**src/hw/asp_regs.svh**
```systemverilog
// Register offsets, field positions, reset values and divider counts of the serial port
`ifndef ASP_REGS_SVH
`define ASP_REGS_SVH

`define ASP_ADDR_W 8
`define ASP_OFS_CTRL 8'h00
`define ASP_OFS_DATA 8'h04
`define ASP_OFS_TCTL 8'h08
`define ASP_OFS_RELOAD 8'h0C
`define ASP_OFS_LOW 8'h10

`define ASP_CTRL_MODE 7
`define ASP_CTRL_ONE 6
`define ASP_CTRL_MCE 5
`define ASP_CTRL_REN 4
`define ASP_CTRL_TB8 3
`define ASP_CTRL_RB8 2
`define ASP_CTRL_TI 1
`define ASP_CTRL_RI 0
`define ASP_CTRL_RESET 8'h40

`define ASP_TCTL_RUN 0
`define ASP_TCTL_SRC_LO 1
`define ASP_TCTL_IEN 4

`define ASP_SRC_CORE 3'h0
`define ASP_SRC_DIV4 3'h1
`define ASP_SRC_DIV12 3'h2
`define ASP_SRC_DIV48 3'h3
`define ASP_SRC_OSC8 3'h4
`define ASP_SRC_PIN 3'h5

`define ASP_DIV4_LAST 2'h3
`define ASP_DIV12_LAST 4'hB
`define ASP_DIV48_LAST 6'h2F
`define ASP_DIV8_LAST 3'h7
`define ASP_TIMER_TOP 8'hFF

`define ASP_BITS_8BIT 4'hA
`define ASP_BITS_9BIT 4'hB
`define ASP_RX_LAST_8BIT 4'h8
`define ASP_RX_LAST_9BIT 4'h9

`define ASP_RESP_OKAY 2'h0
`define ASP_RESP_SLVERR 2'h2

`endif

```
**src/hw/asp_pkg.sv**
```systemverilog
// Types shared by the serial port modules
`include "asp_regs.svh"
package asp_pkg;
	typedef enum logic [1:0] {
		TX_IDLE = 2'b00,
		TX_WAIT = 2'b01,
		TX_SHIFT = 2'b10
	} asp_tx_e;

	typedef enum logic [1:0] {
		RX_IDLE = 2'b00,
		RX_START = 2'b01,
		RX_DATA = 2'b10
	} asp_rx_e;

	typedef struct packed {
		logic [1:0] c4;
		logic [3:0] c12;
		logic [5:0] c48;
		logic [2:0] c8;
		logic osc_q;
		logic pin_q;
	} asp_tick_s;

	typedef struct packed {
		logic [7:0] cnt;
		logic half;
	} asp_timer_s;

	typedef struct packed {
		logic awready;
		logic wready;
		logic bvalid;
		logic [1:0] bresp;
		logic aw_held;
		logic [`ASP_ADDR_W-1:0] awaddr_q;
		logic w_held;
		logic [7:0] wdata_q;
		logic wstrb_q;
		logic arready;
		logic rvalid;
		logic [1:0] rresp;
		logic [31:0] rdata;
		logic mode;
		logic mce;
		logic ren;
		logic tb8;
		logic rb8;
		logic ti;
		logic ri;
		logic run;
		logic [2:0] src;
		logic ien;
		logic [7:0] reload;
		logic irq;
		asp_tx_e tx_state;
		logic [10:0] tx_frame;
		logic [3:0] tx_left;
		logic txd;
		asp_rx_e rx_state;
		logic [9:0] rx_shift;
		logic [3:0] rx_idx;
		logic rx_prev;
		logic [7:0] rx_buf;
	} asp_top_s;
endpackage

```
**src/hw/asp_tick_sel.sv**
```systemverilog
// Baud timer input selector: one-cycle count enables from six sources
`timescale 1ns/1ps
module asp_tick_sel import asp_pkg::*; (
	input wire logic clk,
	input wire logic arst_n,
	input wire logic [2:0] src,
	input wire logic ext_osc,
	input wire logic ext_pin,
	output logic tick
);
	asp_tick_s s_ff;
	asp_tick_s nxt_s;

	// Free-running prescalers; they never stop, so a source change takes effect at once
	always_comb begin
		nxt_s = s_ff;
		nxt_s.c4 = (s_ff.c4 == `ASP_DIV4_LAST) ? 2'h0 : s_ff.c4 + 2'h1;
		nxt_s.c12 = (s_ff.c12 == `ASP_DIV12_LAST) ? 4'h0 : s_ff.c12 + 4'h1;
		nxt_s.c48 = (s_ff.c48 == `ASP_DIV48_LAST) ? 6'h00 : s_ff.c48 + 6'h01;
		nxt_s.osc_q = ext_osc;
		nxt_s.pin_q = ext_pin;
		if (ext_osc && !s_ff.osc_q) begin
			nxt_s.c8 = s_ff.c8 + 3'h1;
		end
		tick = 1'b0;
		// Six selectable timer sources
		case (src)
			`ASP_SRC_CORE: tick = 1'b1;
			`ASP_SRC_DIV4: tick = (s_ff.c4 == `ASP_DIV4_LAST);
			`ASP_SRC_DIV12: tick = (s_ff.c12 == `ASP_DIV12_LAST);
			`ASP_SRC_DIV48: tick = (s_ff.c48 == `ASP_DIV48_LAST);
			`ASP_SRC_OSC8: tick = ext_osc && !s_ff.osc_q && (s_ff.c8 == `ASP_DIV8_LAST);
			`ASP_SRC_PIN: tick = ext_pin && !s_ff.pin_q;
			default: tick = 1'b0;
		endcase
	end

	// State register
	always_ff @(posedge clk or negedge arst_n) begin
		if (!arst_n) begin
			s_ff <= '0;
		end else begin
			s_ff <= nxt_s;
		end
	end
endmodule // asp_tick_sel

```
**src/hw/asp_baud_timer.sv**
```systemverilog
// Eight-bit auto-reload counter with forced reload and divide-by-two of its overflows
`timescale 1ns/1ps
module asp_baud_timer import asp_pkg::*; (
	input wire logic clk,
	input wire logic arst_n,
	input wire logic tick,
	input wire logic run,
	input wire logic [7:0] reload,
	input wire logic force_reload,
	input wire logic load_en,
	input wire logic [7:0] load_val,
	output logic [7:0] count,
	output logic bit_tick
);
	asp_timer_s s_ff;
	asp_timer_s nxt_s;
	logic ovf;

	// Overflow every 256 minus reload input ticks, bit tick on every second one
	always_comb begin
		nxt_s = s_ff;
		ovf = tick && run && (s_ff.cnt == `ASP_TIMER_TOP);
		bit_tick = ovf && !s_ff.half;
		count = s_ff.cnt;
		if (force_reload) begin
			// Restarting the phase too puts the first bit tick half a bit later
			nxt_s.cnt = reload;
			nxt_s.half = 1'b0;
		end else if (load_en) begin
			nxt_s.cnt = load_val;
		end else if (tick && run) begin
			nxt_s.cnt = ovf ? reload : s_ff.cnt + 8'h01;
			if (ovf) begin
				nxt_s.half = !s_ff.half;
			end
		end
	end

	// State register
	always_ff @(posedge clk or negedge arst_n) begin
		if (!arst_n) begin
			s_ff <= '0;
		end else begin
			s_ff <= nxt_s;
		end
	end
endmodule // asp_baud_timer

```
**src/hw/asp_top.sv**
```systemverilog
// Asynchronous serial port with auto-reload baud timer and AXI4-Lite registers
`timescale 1ns/1ps
module asp_top import asp_pkg::*; (
	// Clock and reset
	input wire logic clk,
	input wire logic arst_n,
	// Register bus, write side
	input wire logic [`ASP_ADDR_W-1:0] s_axi_awaddr,
	input wire logic s_axi_awvalid,
	output logic s_axi_awready,
	input wire logic [31:0] s_axi_wdata,
	input wire logic [3:0] s_axi_wstrb,
	input wire logic s_axi_wvalid,
	output logic s_axi_wready,
	output logic [1:0] s_axi_bresp,
	output logic s_axi_bvalid,
	input wire logic s_axi_bready,
	// Register bus, read side
	input wire logic [`ASP_ADDR_W-1:0] s_axi_araddr,
	input wire logic s_axi_arvalid,
	output logic s_axi_arready,
	output logic [31:0] s_axi_rdata,
	output logic [1:0] s_axi_rresp,
	output logic s_axi_rvalid,
	input wire logic s_axi_rready,
	// Serial line and timer sources
	input wire logic rxd,
	output logic txd,
	input wire logic ext_osc,
	input wire logic timer_external_input,
	output logic irq
);
	asp_top_s s_ff;
	asp_top_s nxt_s;
	// Timer outputs; the receive counter's value is never shown to software
	logic timer_tick;
	logic [7:0] low_count;
	logic tx_bit_tick;
	logic rx_bit_tick;
	logic start_seen;
	// Decoded write strobes
	logic wr_go;
	logic wr_ctrl;
	logic wr_data;
	logic wr_tctl;
	logic wr_reload;
	logic wr_low;
	logic ti_set;
	logic ri_set;
	logic [3:0] rx_last;

	// Shared input for both counters
	asp_tick_sel u_tick_sel (
		.clk(clk),
		.arst_n(arst_n),
		.src(s_ff.src),
		.ext_osc(ext_osc),
		.ext_pin(timer_external_input),
		.tick(timer_tick)
	);

	// Transmit counter; this is the timer low count software sees
	asp_baud_timer u_tx_timer (
		.clk(clk),
		.arst_n(arst_n),
		.tick(timer_tick),
		.run(s_ff.run),
		.reload(s_ff.reload),
		.force_reload(1'b0),
		.load_en(wr_low),
		.load_val(s_ff.wdata_q),
		.count(low_count),
		.bit_tick(tx_bit_tick)
	);

	// Private receive counter, no register loads or reads its count
	asp_baud_timer u_rx_timer (
		.clk(clk),
		.arst_n(arst_n),
		.tick(timer_tick),
		.run(s_ff.run),
		.reload(s_ff.reload),
		.force_reload(start_seen),
		.load_en(1'b0),
		.load_val(8'h00),
		.count(),
		.bit_tick(rx_bit_tick)
	);

	// Falling receive edge while idle and enabled
	assign start_seen = (s_ff.rx_state == RX_IDLE) && s_ff.ren && s_ff.rx_prev && !rxd;

	// Register map, one byte lane each:
	//   0x00 control: frame width, reads one, qualify, receive enable,
	//        ninth transmit bit, ninth receive bit, transmit done, receive done
	//   0x04 data buffer: write sends, read returns the receive latch
	//   0x08 timer control: run, three source bits, interrupt enable
	//   0x0C reload byte
	//   0x10 timer low count: write loads it, read shows it
	// Write strobes, only once address and data are both held and no response is pending
	always_comb begin
		wr_go = s_ff.aw_held && s_ff.w_held && !s_ff.bvalid;
		// No strobe unless the decode below picks one
		wr_ctrl = 1'b0;
		wr_data = 1'b0;
		wr_tctl = 1'b0;
		wr_reload = 1'b0;
		wr_low = 1'b0;
		// All registers live in byte lane 0; other lanes are ignored
		if (wr_go && s_ff.wstrb_q) begin
			if (s_ff.awaddr_q == `ASP_OFS_CTRL) begin
				wr_ctrl = 1'b1;
			end else if (s_ff.awaddr_q == `ASP_OFS_DATA) begin
				wr_data = 1'b1;
			end else if (s_ff.awaddr_q == `ASP_OFS_TCTL) begin
				wr_tctl = 1'b1;
			end else if (s_ff.awaddr_q == `ASP_OFS_RELOAD) begin
				wr_reload = 1'b1;
			end else if (s_ff.awaddr_q == `ASP_OFS_LOW) begin
				wr_low = 1'b1;
			end
		end
	end

	// Next-state logic
	always_comb begin
		nxt_s = s_ff;
		// Flag set requests from the shifters
		ti_set = 1'b0;
		ri_set = 1'b0;
		rx_last = s_ff.mode ? `ASP_RX_LAST_9BIT : `ASP_RX_LAST_8BIT;

		// Write address and data channels, taken in either order
		if (s_ff.awready && s_axi_awvalid) begin
			nxt_s.aw_held = 1'b1;
			nxt_s.awaddr_q = s_axi_awaddr;
		end
		// Only byte lane 0 is kept; the other lanes carry nothing
		if (s_ff.wready && s_axi_wvalid) begin
			nxt_s.w_held = 1'b1;
			nxt_s.wdata_q = s_axi_wdata[7:0];
			nxt_s.wstrb_q = s_axi_wstrb[0];
		end
		// Response leaves at its handshake
		if (s_ff.bvalid && s_axi_bready) begin
			nxt_s.bvalid = 1'b0;
		end
		// Execute once both beats are held; unmapped addresses answer with an error
		if (wr_go) begin
			nxt_s.aw_held = 1'b0;
			nxt_s.w_held = 1'b0;
			nxt_s.bvalid = 1'b1;
			nxt_s.bresp = `ASP_RESP_SLVERR;
			if ((s_ff.awaddr_q == `ASP_OFS_CTRL) || (s_ff.awaddr_q == `ASP_OFS_DATA) ||
				(s_ff.awaddr_q == `ASP_OFS_TCTL) || (s_ff.awaddr_q == `ASP_OFS_RELOAD) ||
				(s_ff.awaddr_q == `ASP_OFS_LOW)) begin
				nxt_s.bresp = `ASP_RESP_OKAY;
			end
		end
		// A held beat blocks its channel until the write executes
		nxt_s.awready = !nxt_s.aw_held;
		nxt_s.wready = !nxt_s.w_held;

		// Read channel; the data buffer address shows only the receive latch
		if (s_ff.rvalid && s_axi_rready) begin
			nxt_s.rvalid = 1'b0;
		end
		if (s_ff.arready && s_axi_arvalid) begin
			nxt_s.rvalid = 1'b1;
			nxt_s.rresp = `ASP_RESP_OKAY;
			nxt_s.rdata = 32'h0000_0000;
			if (s_axi_araddr == `ASP_OFS_CTRL) begin
				nxt_s.rdata[7:0] = {s_ff.mode, 1'b1, s_ff.mce, s_ff.ren,
					s_ff.tb8, s_ff.rb8, s_ff.ti, s_ff.ri};
			end else if (s_axi_araddr == `ASP_OFS_DATA) begin
				nxt_s.rdata[7:0] = s_ff.rx_buf;
			end else if (s_axi_araddr == `ASP_OFS_TCTL) begin
				nxt_s.rdata[4:0] = {s_ff.ien, s_ff.src, s_ff.run};
			end else if (s_axi_araddr == `ASP_OFS_RELOAD) begin
				nxt_s.rdata[7:0] = s_ff.reload;
			end else if (s_axi_araddr == `ASP_OFS_LOW) begin
				nxt_s.rdata[7:0] = low_count;
			end else begin
				nxt_s.rresp = `ASP_RESP_SLVERR;
			end
		end
		// One read at a time: no new address while data waits
		nxt_s.arready = !nxt_s.rvalid;

		// Configuration writes; flags take their written value, hardware sets come later
		if (wr_ctrl) begin
			nxt_s.mode = s_ff.wdata_q[`ASP_CTRL_MODE];
			nxt_s.mce = s_ff.wdata_q[`ASP_CTRL_MCE];
			nxt_s.ren = s_ff.wdata_q[`ASP_CTRL_REN];
			nxt_s.tb8 = s_ff.wdata_q[`ASP_CTRL_TB8];
			nxt_s.rb8 = s_ff.wdata_q[`ASP_CTRL_RB8];
			nxt_s.ti = s_ff.wdata_q[`ASP_CTRL_TI];
			nxt_s.ri = s_ff.wdata_q[`ASP_CTRL_RI];
		end
		// Timer control and reload byte
		if (wr_tctl) begin
			nxt_s.run = s_ff.wdata_q[`ASP_TCTL_RUN];
			nxt_s.src = s_ff.wdata_q[`ASP_TCTL_SRC_LO +: 3];
			nxt_s.ien = s_ff.wdata_q[`ASP_TCTL_IEN];
		end
		if (wr_reload) begin
			nxt_s.reload = s_ff.wdata_q;
		end

		// Transmitter: shifts on transmit bit ticks, line high when idle
		case (s_ff.tx_state)
			TX_WAIT: begin
				// A cut frame must not leave the line low while the next one waits
				nxt_s.txd = 1'b1;
				if (tx_bit_tick) begin
					nxt_s.tx_state = TX_SHIFT;
				end
			end
			TX_SHIFT: begin
				if (tx_bit_tick) begin
					nxt_s.txd = s_ff.tx_frame[0];
					nxt_s.tx_frame = {1'b1, s_ff.tx_frame[10:1]};
					nxt_s.tx_left = s_ff.tx_left - 4'h1;
					// Done flag rises as the stop bit goes out; the line then idles high
					if (s_ff.tx_left == 4'h1) begin
						ti_set = 1'b1;
						nxt_s.tx_state = TX_IDLE;
					end
				end
			end
			default: begin
				nxt_s.txd = 1'b1;
			end
		endcase
		// A write restarts the transmitter even mid-frame; the old byte is cut short
		if (wr_data) begin
			nxt_s.tx_state = TX_WAIT;
			if (s_ff.mode) begin
				nxt_s.tx_frame = {1'b1, s_ff.tb8, s_ff.wdata_q, 1'b0};
				nxt_s.tx_left = `ASP_BITS_9BIT;
			end else begin
				nxt_s.tx_frame = {2'b11, s_ff.wdata_q, 1'b0};
				nxt_s.tx_left = `ASP_BITS_8BIT;
			end
		end

		// Receiver: bit ticks from the private counter fall mid-bit after a start
		nxt_s.rx_prev = rxd;

		// Receive frame sequencing
		case (s_ff.rx_state)
			RX_IDLE: begin
				if (start_seen) begin
					nxt_s.rx_state = RX_START;
				end
			end
			RX_START: begin
				// A high level at the start-bit centre was a glitch, not a start
				if (rx_bit_tick) begin
					nxt_s.rx_state = rxd ? RX_IDLE : RX_DATA;
					nxt_s.rx_idx = 4'h0;
				end
			end
			RX_DATA: begin
				if (rx_bit_tick) begin
					nxt_s.rx_shift[s_ff.rx_idx] = rxd;
					nxt_s.rx_idx = s_ff.rx_idx + 4'h1;
					if (s_ff.rx_idx == rx_last) begin
						nxt_s.rx_state = RX_IDLE;
						// Slot 8 holds the stop bit in 8-bit frames, the ninth bit in 9-bit ones
						if (!s_ff.ri && (!s_ff.mce || nxt_s.rx_shift[8])) begin
							nxt_s.rx_buf = nxt_s.rx_shift[7:0];
							nxt_s.rb8 = nxt_s.rx_shift[8];
							ri_set = 1'b1;
						end
					end
				end
			end
			default: begin
				nxt_s.rx_state = RX_IDLE;
			end
		endcase
		// Clearing receive enable abandons a frame in progress
		if (!s_ff.ren) begin
			nxt_s.rx_state = RX_IDLE;
		end

		// Hardware set wins over a software clear in the same cycle
		if (ti_set) begin
			nxt_s.ti = 1'b1;
		end
		if (ri_set) begin
			nxt_s.ri = 1'b1;
		end
		// Level request, registered in the same cycle as the flags
		nxt_s.irq = nxt_s.ien && (nxt_s.ti || nxt_s.ri);
	end

	// State register; bus readies come up one cycle after reset release
	always_ff @(posedge clk or negedge arst_n) begin
		if (!arst_n) begin
			s_ff <= '{tx_state: TX_IDLE, rx_state: RX_IDLE, txd: 1'b1, rx_prev: 1'b1,
				default: '0};
		end else begin
			s_ff <= nxt_s;
		end
	end

	// Outputs straight from the state register
	assign s_axi_awready = s_ff.awready;
	assign s_axi_wready = s_ff.wready;
	assign s_axi_bvalid = s_ff.bvalid;
	assign s_axi_bresp = s_ff.bresp;
	assign s_axi_arready = s_ff.arready;
	assign s_axi_rvalid = s_ff.rvalid;
	assign s_axi_rdata = s_ff.rdata;
	assign s_axi_rresp = s_ff.rresp;
	assign txd = s_ff.txd;
	assign irq = s_ff.irq;
endmodule // asp_top

```
**config.mk**
```make
export PLATFORM = sky130hd
export DESIGN_NAME = asp_top
export DESIGN_NICKNAME = d
export VERILOG_FILES = /design/src/hw/asp_pkg.sv /design/src/hw/asp_tick_sel.sv /design/src/hw/asp_baud_timer.sv /design/src/hw/asp_top.sv
export VERILOG_INCLUDE_DIRS = /design/src /design/src/hw
export SDC_FILE = /design/constraint.sdc
export NUM_CORES = 1
export LEC_CHECK = 0
export BUFFER_PORTS_ARGS = -buffer_cell sky130_fd_sc_hd__clkbuf_2
export CAP_MARGIN = 0
export CELL_PAD_IN_SITES_DETAIL_PLACEMENT = 0
export CELL_PAD_IN_SITES_GLOBAL_PLACEMENT = 1
export CORE_UTILIZATION = 28
export DETAILED_ROUTE_END_ITERATION = 12
export PLACE_DENSITY_LB_ADDON = 0.25
export RECOVER_POWER = 25
export SYNTH_ARGS = -nofsm -noshare
export SYNTH_HDL_FRONTEND = slang
export SYNTH_SLANG_ARGS = --single-unit
```
**constraint.sdc**
```tcl
create_clock -name clk -period 2.6 [get_ports clk]
set_input_delay 0.26 -clock clk [delete_from_list [all_inputs] [get_ports clk]]
set_output_delay 0.26 -clock clk [all_outputs]
set_load 0.01 [all_outputs]
```
==> results.md, run 1 <==
CTS:
- Clock latency on the worst-skew pair, taken at its later pin, is roughly 0.43 ns.
- The cell chosen for the clock root is sky130_fd_sc_hd__clkbuf_16.
- The H-tree generated during clock tree synthesis spans 4 levels.
- The clock transition time at the flip-flop clock pins of the worst setup and hold paths is approximately 0.060 ns.
- Clock tree synthesis inserted a total of 17 buffers.
- The total number of clock tree sinks is 132.
- No sink is reached through more buffers than the 2 on the longest clock path.
- TritonCTS built the clock tree.

Yosys:
- After synthesis, the share of flip-flops with an asynchronous set or reset is 1.000.
- sky130_fd_sc_hd__dfrtp_1 takes more of the synthesized area than any other cell.
- For this run, the register share of the synthesized area comes to 0.4766.
- The post-synthesis register bit count is roughly 130.
- The number of instances in the synthesized netlist is between 600 and 700.
- The primary flip-flop cell chosen by synthesis mapping is sky130_fd_sc_hd__dfrtp_1.
- The proportion of netlist area held by the largest area contributor is 0.4691.
- The total standard cell area after synthesis is about 0.007 mm2.
- Yosys mapped a number of flops with a built-in enable equal to 0.
- The count of unique library cells instantiated by Yosys is 66.
- The Yosys warning count is 0.
- By area the synthesized netlist is led by sky130_fd_sc_hd__dfrtp_1, sky130_fd_sc_hd__mux2_2, sky130_fd_sc_hd__buf_4, sky130_fd_sc_hd__nand2_1, sky130_fd_sc_hd__o21ai_0.
- Averaged over all synthesized cells, the footprint is 10.23 um2.

Die:
- For this configuration, the core starts out at a cell density of 0.2852.
- The die covers 0.02540 mm2.
- The number of placed I/O pins is 105.
- The overall die width is between 150 and 200 um.
- The cell row count is between 50 and 60.
- The core box area is 0.02432 mm2.
- The floorplan step set the die height to about 160 um.

Power and ir drop:
- The total power draw is 6813 uW.
- The analysis attributes to cell leakage a power of roughly 0.0037 uW.
- VDD sags by at most 0.5550 mV.
- Power spread over the standard cell area amounts to 832.4 mW/mm2.

Detailed routing:
- The routed layout has 5288 vias.
- In the final routed layout, each cell accounts on average for 16.56 um.
- The detailed-routing iteration count for the pre-antenna-repair pass is 5.
- The via-per-instance ratio is 4.951.
- The number of nets with antenna violations after routing is 0.
- After detailed routing, the number of remaining DRC violations is 0.
- Summed over all layers, the routed wires come to 17.69 mm.
- The DRC violation total after the first TritonRoute iteration is 322.

Global routing:
- The combined global-route utilization of all metal layers is 0.1481.
- The initial antenna violation count is 0.
- Entering global routing, the biggest net connects 73 pins.
- The global-route wire length before repair is roughly 29 mm.
- The sum of overflow across all layers after global routing is 0.
- The number of global-route vias before repair was between 5000 and 6000.

STA:
- Hold is met by ~0.030 ns.
- The final sum of negative setup slack is 0 ns.
- Setup violations remaining at the end of the flow were counted as 0.
- The worst path setup slack after routing is approximately 0.27 ns.
- Setup repair after global routing left no endpoint under its margin.
- Based on the critical path, the design can be clocked at up to ~0.43 GHz.
- The clock arrives with 0.01473 ns of skew.
- The number of hold violations in the final report is 0.
- The worst path in the final design needs a cycle of 2.332 ns, including I/O delays and setup.
- The worst-margin pin slew is around 1.9 ns.
- The final cycle utilization of the critical path is 0.8969.
- The max-slew violation total from the final report is 73.
- The worst slew margin relative to its limit is -0.2574.

Layout:
- The number of antenna diodes in the final layout is 0.
- Fill cells in the final layout number about 2400.
- The final layout net count is ~810.
- The post-synthesis to final-layout area growth is 18.00%.
- Of the cells placed in the final design, the portion with a size suffix greater than 1 is 0.2392.
- The final standard cell utilization of the core is 0.3365.

Setup path:
- The number of stages on the worst setup path is 7.
- In this run the critical register-to-register path is captured at s_ff[28].
- Tracing the worst setup path back leads to its startpoint at u_tick_sel.s_ff[5].
- The required arrival time at the worst endpoint is just under 3 ns.
- The register-to-register setup slack is between 0.2 and 0.3 ns.
- The kind of critical path is reg2reg.
- The worst setup path endpoint is s_ff[28].
- The worst register-to-register path begins at u_tick_sel.s_ff[5].
- On the critical path the largest part of the delay comes from simple AND/OR/NAND/NOR gates.
- In this design, the stage delay of the slowest critical-path cell is a little under 0.5 ns.
- Data on the critical path arrives at its endpoint at around 2.7 ns.
- The number of buffers and inverters on the critical path is 1.
- The worst-path cell with the longest stage delay is sky130_fd_sc_hd__or4_1.
- The peak fanout along the critical path is 30.
- The kind of launch point of the worst setup path is a register.
- Measured in cells, the most critical reg-to-reg path has a length of 7.
- The element type at the critical path end is a register.
- The critical path goes through ha_1 > nand3_1 > nor4_2 > o211ai_1 > buf_4 > or4_1 > a21oi_1.

Placed design:
- At the end of routability-driven placement, the weighted congestion stood at between 0.8 and 0.9.
- The post-placement worst setup slack is between 0.1 and 0.15 ns.
- The final HPWL from detailed placement is around 13 mm.
- The number of port buffers is 51.

Hold path:
- The path class of the tightest hold or removal check is in2reg.

Outcome:
- The checks that failed: capacitance limit, slew limit.
- The flow ran to the end, but the final reports show violations.

Run:
- The count of max-cap constraint violations is 1.
synthesized netlist by cell type (all sizes together) (3+ instances only):
cell type  number
a2111oi         3
a211oi          5
a21o            4
a21oi          28
a221oi          3
a22o            3
a2bb2oi         3
a31oi          17
and2            6
and3            5
buf            43
clkbuf         26
dfrtp         130
ha             13
inv            27
mux2           63
mux2i          11
nand2          54
nand2b          9
nand3          35
nand3b          7
nand4           9
nor2           40
nor2b           9
nor3           20
nor4            7
o211ai          3
o21ai          38
o22ai           3
o31ai          10
o41ai           4
or3             3
or4             3
xor2            4
state kept, by name, indices dropped and copies added, names as in the netlist, 8 cells and up:
register          cells
u_tick_sel.s_ff      17
u_tx_timer.count      8
s_axi_rdata           8
s_ff                 80
u_rx_timer.count      8
routing by layer:
metal  track usage  wire (um)  share of wire  vias up
met3       0.03621        923          0.052       25
met2        0.2303       8091           0.46      163
met4       0.05332        250          0.014        0
met1        0.1996       8425           0.48     2609
met5             0          0              0        -
li1              -          -              -     2491
worst reg2reg max path, cell delays in order, from the launching register on:
cell and delay, ns:
sky130_fd_sc_hd__dfrtp_1 0.41, sky130_fd_sc_hd__ha_1 0.23, sky130_fd_sc_hd__nand3_1 0.17, sky130_fd_sc_hd__nor4_2 0.33
sky130_fd_sc_hd__o211ai_1 0.20, sky130_fd_sc_hd__buf_4 0.28, sky130_fd_sc_hd__or4_1 0.50, sky130_fd_sc_hd__a21oi_1 0.15
placed cells by master, fill, tap and decap left out, types with 4 or more instances in the layout:
cell,instances
sky130_fd_sc_hd__nor3_1,20
sky130_fd_sc_hd__nand2b_1,9
sky130_fd_sc_hd__nand3_1,34
sky130_fd_sc_hd__buf_4,20
sky130_fd_sc_hd__a31oi_1,17
sky130_fd_sc_hd__o21ai_0,37
sky130_fd_sc_hd__clkbuf_8,4
sky130_fd_sc_hd__nor2_1,40
sky130_fd_sc_hd__and2_1,6
sky130_fd_sc_hd__conb_1,26
sky130_fd_sc_hd__nand4_1,8
sky130_fd_sc_hd__clkbuf_2,49
sky130_fd_sc_hd__mux2_2,56
sky130_fd_sc_hd__dfrtp_1,130
sky130_fd_sc_hd__nor2b_1,9
sky130_fd_sc_hd__mux2_4,7
sky130_fd_sc_hd__clkbuf_1,5
sky130_fd_sc_hd__nor4_1,4
sky130_fd_sc_hd__a211oi_1,5
sky130_fd_sc_hd__a21o_1,4
sky130_fd_sc_hd__nand3b_1,7
sky130_fd_sc_hd__mux2i_1,11
sky130_fd_sc_hd__and3_1,5
sky130_fd_sc_hd__nand2_1,54
sky130_fd_sc_hd__ha_1,13
sky130_fd_sc_hd__o41ai_1,4
sky130_fd_sc_hd__xor2_1,4
sky130_fd_sc_hd__o31ai_1,10
sky130_fd_sc_hd__inv_1,27
sky130_fd_sc_hd__bufinv_16,5
sky130_fd_sc_hd__a21oi_1,28
sky130_fd_sc_hd__clkbuf_16,17
how the worst min path moves through the flow:
stage	start	endpoint	slack, ns	cells after the start
5_1_grt	s_axi_bready	s_axi_bvalid	0.03	2
6_report	s_axi_bready	s_axi_bvalid	0.03	2
4_1_cts	s_axi_bready	s_axi_bvalid	0.02	2
3_5_place_dp	arst_n	s_ff[18]	0.33	1
2_1_floorplan	arst_n	irq	-0.04	0
3_3_place_gp	arst_n	s_ff[14]	0.32	1
power breakdown:
part	internal (uW)	switching (uW)
Combinational	556	644
Clock	1810	915
Sequential	2430	455
final cells by class:
type / count / area (um2) / share of cell area
multi-input combinational: 475 / 3214 / 0.3928
clock inverter: 10 / 192.7 / 0.02354
tap: 324 / 405.4 / 0.04953
timing repair buffer: 78 / 480.5 / 0.05871
sequential: 132 / 3306 / 0.4039
inverter: 27 / 101.3 / 0.01238
clock buffer: 22 / 484.2 / 0.05917
through the flow:
step                      instance area, um2  instances
after floorplan                         7029        703
after global placement                  7493       1033
after detailed placement                7493       1033
after CTS                               8200       1068
after global routing                    8184       1068
final                                   8184       1068
repair_timing:
| action | CTS | global route |
|---|---|---|
| buffers inserted | 0 | 0 |
| endpoints found under the hold margin | 69 | 0 |
| hold buffers | 3 | 0 |
| resized for setup | 0 | 1 |
| endpoints found under the setup margin | 0 | 5 |
kinds of logic (layout without fill, tap and decap cells):
kind of cell / Yosys count / in the layout / synth area share
AND/OR/NAND/NOR: 211 / 211 / 0.1553
buffers and inverters: 96 / 137 / 0.07342
multiplexers: 76 / 76 / 0.1284
flip-flops: 132 / 132 / 0.4766
other: 1 / 26 / 0.0005407
adder cells (fa/ha/maj): 13 / 13 / 0.02345
XOR/XNOR: 6 / 6 / 0.007577
AO/OA/AOI/OAI: 143 / 143 / 0.1346
(Power assumes the default switching activity.)
==> run 2, diff against run 1 <==
==> constraint.sdc (replaced) <==
create_clock -name clk -period 2.6 [get_ports clk]
set_input_delay 0 -clock clk [delete_from_list [all_inputs] [get_ports clk]]
set_output_delay 0 -clock clk [all_outputs]
set_load 0.01 [all_outputs]
==> run 2 against run 1 <==
Compared with the run above: the run still ends with capacitance limit, slew limit left; die area stayed put; final cell count rose by 1.8%; sequential cell count did not move; fmax barely moved; sequential share of layout area fell by 0.38 points; critical path depth unchanged; via count is 1.5% higher; register-to-register slack barely moved; count of clock-buffer cells in the layout grew 1.
==> results.md, run 2 (synthesized netlist as in run 1, its figures left out) <==
Layout:
- The most common cell after layout, fill and taps aside is sky130_fd_sc_hd__dfrtp_1.
- The area taken by multi-input logic gates is 0.003216 mm2 (about the same).
- The fraction of layout instances using a drive strength above 1 is 0.2333 (-0.005958).
- The library cells used most frequently in the layout, excluding fill and tap cells, are sky130_fd_sc_hd__dfrtp_1, sky130_fd_sc_hd__mux2_2, sky130_fd_sc_hd__nand2_1, sky130_fd_sc_hd__clkbuf_2, sky130_fd_sc_hd__nor2_1.
- The area taken by flip-flops and latches is 0.003306 mm2 (unchanged).
- The final layout net count came to 825 (+2.4%).
- The number of diodes added for antenna fixing is 0 (unchanged).
- More flip-flops sit in one register than any other, and that register is s_ff.
- The number of flip-flops in the largest register came to 80 (unchanged).
- The post-route cell area is 0.008262 mm2 (+0.95%).
- The largest registers in the layout are s_ff (80), u_tick_sel.s_ff (17).
- The area growth from synthesis to layout is 19.12%.
- The number of filler cells placed in the layout is 2455 (+0.61%).

STA:
- The max-slew violation total from the final report is 70 (-4.1%).
- The maximum clock skew at final layout is 0.007398 ns (-0.007330 ns).
- The worst-margin pin slew is 1.805 ns (-0.08094 ns).
- The worst slew margin relative to its limit is -0.2035 (+0.05396).
- The worst hold margin is 0.01646 ns (-0.01361 ns).
- The number of hold violations in the final report is 0 (unchanged).
- The fmax was 0.4287 GHz (about the same).
- The worst path setup slack after routing is 0.2674 ns (-0.0006850 ns).
- The final period demand of the worst path is 2.333 ns (+0.0006850 ns).
- The final cycle utilization of the critical path came to 0.8972 (about the same).
- Setup repair after global routing left no endpoint under its margin.
- The final sum of negative setup slack is 0 ns (unchanged).
- The total of endpoints with negative setup slack in the final report is 0 (unchanged).

Global routing:
- The sum of overflow across all layers after global routing came to 0 (unchanged).
- The maximum number of pins on one net before global-route repair is 70 (-4.1%).
- The global-route wire length before repair is 29.06 mm (-0.22%).
- The initial antenna violation count is 0 (unchanged).
- The number of global-route vias before repair is 5305 (+1.0%).
- The combined global-route utilization of all metal layers is 0.1472 (-0.0008813).

Setup path:
- The peak fanout along the critical path is 33 (+10%).
- The kind of critical path is reg2reg.
- The arrival time of data at the critical path endpoint is 2.68 ns (about the same).
- STA classifies the critical path startpoint as a register.
- The element type at the critical path end is a register.
- The required arrival time at the worst endpoint is 2.95 ns (about the same).

Die:
- The cell row count was 57 (unchanged).
- The number of placed I/O pins came to 105 (unchanged).
- The area of the die is 0.02540 mm2 (unchanged).
- The overall die height is 159.4 um (unchanged).
- The initial cell density of the core was 0.2852 (unchanged).
- The overall die width was 159.4 um (unchanged).
- The core box area is 0.02432 mm2 (unchanged).

CTS:
- The number of CTS-inserted buffers is 17 (unchanged).
- The clock transition time at the flip-flop clock pins of the worst setup and hold paths was 0.06 ns (about the same).
- The maximum clock insertion buffer count was 2 (unchanged).
- The total number of clock tree sinks was 132 (unchanged).
- The clock latency at the later pin of the worst-skew pair is 0.42 ns (about the same).
- The maximum level of the CTS H-tree was 4 (unchanged).
- The TritonCTS clock tree is built.
- The number of buffers added for setup after CTS was 0 (unchanged).
- The tree is rooted in a sky130_fd_sc_hd__clkbuf_16.

Detailed routing:
- The residual DRC count came to 0 (unchanged).
- The DRC violation total after the first TritonRoute iteration came to 321 (-0.31%).
- The wire length reported by the detailed router was 18.09 mm (+2.3%).
- The detailed-routing iteration count for the pre-antenna-repair pass is 5 (unchanged).
- The number of nets with antenna violations after routing is 0 (unchanged).
- The routed wirelength normalized by instance count is 16.65 um (+0.49%).
- The vias after detailed routing is 5368 (+1.5%).
- The via-per-instance ratio was 4.938 (-0.26%).

Power and ir drop:
- The switching part of the total was 0.3163 (+0.02064).
- The relative contribution of combinational cells to total power is 0.193 (+0.017).
- The proportion of power drawn by the clock network is 0.359 (-0.041).
- The total power draw is 6466 uW (-5.1%).
- The power share of the sequential group is 0.448 (+0.025).
- The internal power is 4421 uW (-7.9%).
- The leakage power of the design is 0.003695 uW (+0.71%).
- The peak supply drop is 0.4132 mV (-26%).
- The power per cell area came to 782.7 mW/mm2 (-6.0%).
- The power spent charging and discharging nets is 2046 uW (+1.5%).

Run:
- The count of max-cap constraint violations came to 1 (unchanged).

Outcome:
- The flow ran to the end, but the final reports show violations.
- The checks that failed: capacitance limit, slew limit.

Placed design:
- The instance area at placement was 0.007473 mm2 (-0.27%).
- The placer's final routability congestion estimate is 0.8017 (-2.5%).
- The post-placement worst setup slack is 0.1833 ns (+0.03633 ns).
- The number of port buffers is 51 (unchanged).
- The final HPWL from detailed placement is 12.73 mm (+0.25%).

Hold path:
- The type of the tightest min-delay check is in2reg.
## run 2: cell count changes in the layout (fill, tap and decap cells not counted), sizes merged
cell | previous run | this run
bufinv | 5 | 1
clkinv | 2 | 5
clkinvlp | 1 | 3
clkbuf | 75 | 74
buf | 22 | 23
dlygate4sd3 | 3 | 23
inv | 29 | 27
## run 2: layout make-up
class | instances | area share
flip-flops and latches | 132 | 0.4001
repair buffers | 97 | 0.08087
clock inverters | 9 | 0.009390
inverters | 27 | 0.01227
well taps | 324 | 0.04907
multi-input cells | 475 | 0.3892
clock buffers | 23 | 0.05906
## run 2: path summary, 6_finish.rpt
path	slack, ns	to	cells past startpoint	start
setup / recovery	0.27	s_ff[28]	7	u_tick_sel.s_ff[5]
hold / removal	0.02	s_ff[8]	2	rxd
max in group asynchronous	0.74	txd	3	arst_n
hold reg to reg	0.42	u_tick_sel.s_ff[15]	1	u_tick_sel.s_ff[15]
min in group asynchronous	0.62	s_ff[4]	2	arst_n
setup reg to reg	0.27	s_ff[28]	7	u_tick_sel.s_ff[5]
## run 2: what timing repair did
action                                 CTS  global route
setup endpoints to repair                0            12
hold buffers                            23             0
resized for setup                        0             2
endpoints found under the hold margin   92             0
## run 2: power groups by stage
stage	Clock, uW	Combinational, uW	Sequential (uW)
3_3_place_gp	0	1190	2900
2_1_floorplan	0	915	2730
6_report	2320	1250	2890
3_5_place_dp	0	1230	2930
4_1_cts	2360	1260	2900
5_1_grt	2470	1400	2960
## run 2: critical path, cell delays in order, from the launching register on
cell and delay (ns):
sky130_fd_sc_hd__dfrtp_1 0.40, sky130_fd_sc_hd__ha_1 0.23, sky130_fd_sc_hd__nand3_1 0.18, sky130_fd_sc_hd__nor4_2 0.34, sky130_fd_sc_hd__o211ai_1 0.15, sky130_fd_sc_hd__buf_4 0.28
sky130_fd_sc_hd__or4_1 0.50, sky130_fd_sc_hd__a21oi_1 0.16
## run 2: per-stage QoR
stage	cells	util
floorplan	703	-
global placement	1032	0.3073
detailed placement	1032	0.3073
CTS	1087	0.3400
global route	1087	0.3397
finish	1087	0.3397
## run 2: routing by layer
layer,global-route usage,up-vias,share of wire
met5,0,-,0
met4,0.04808,0,0.012
met3,0.03126,16,0.045
met2,0.2287,165,0.45
met1,0.2034,2653,0.49
li1,-,2534,-
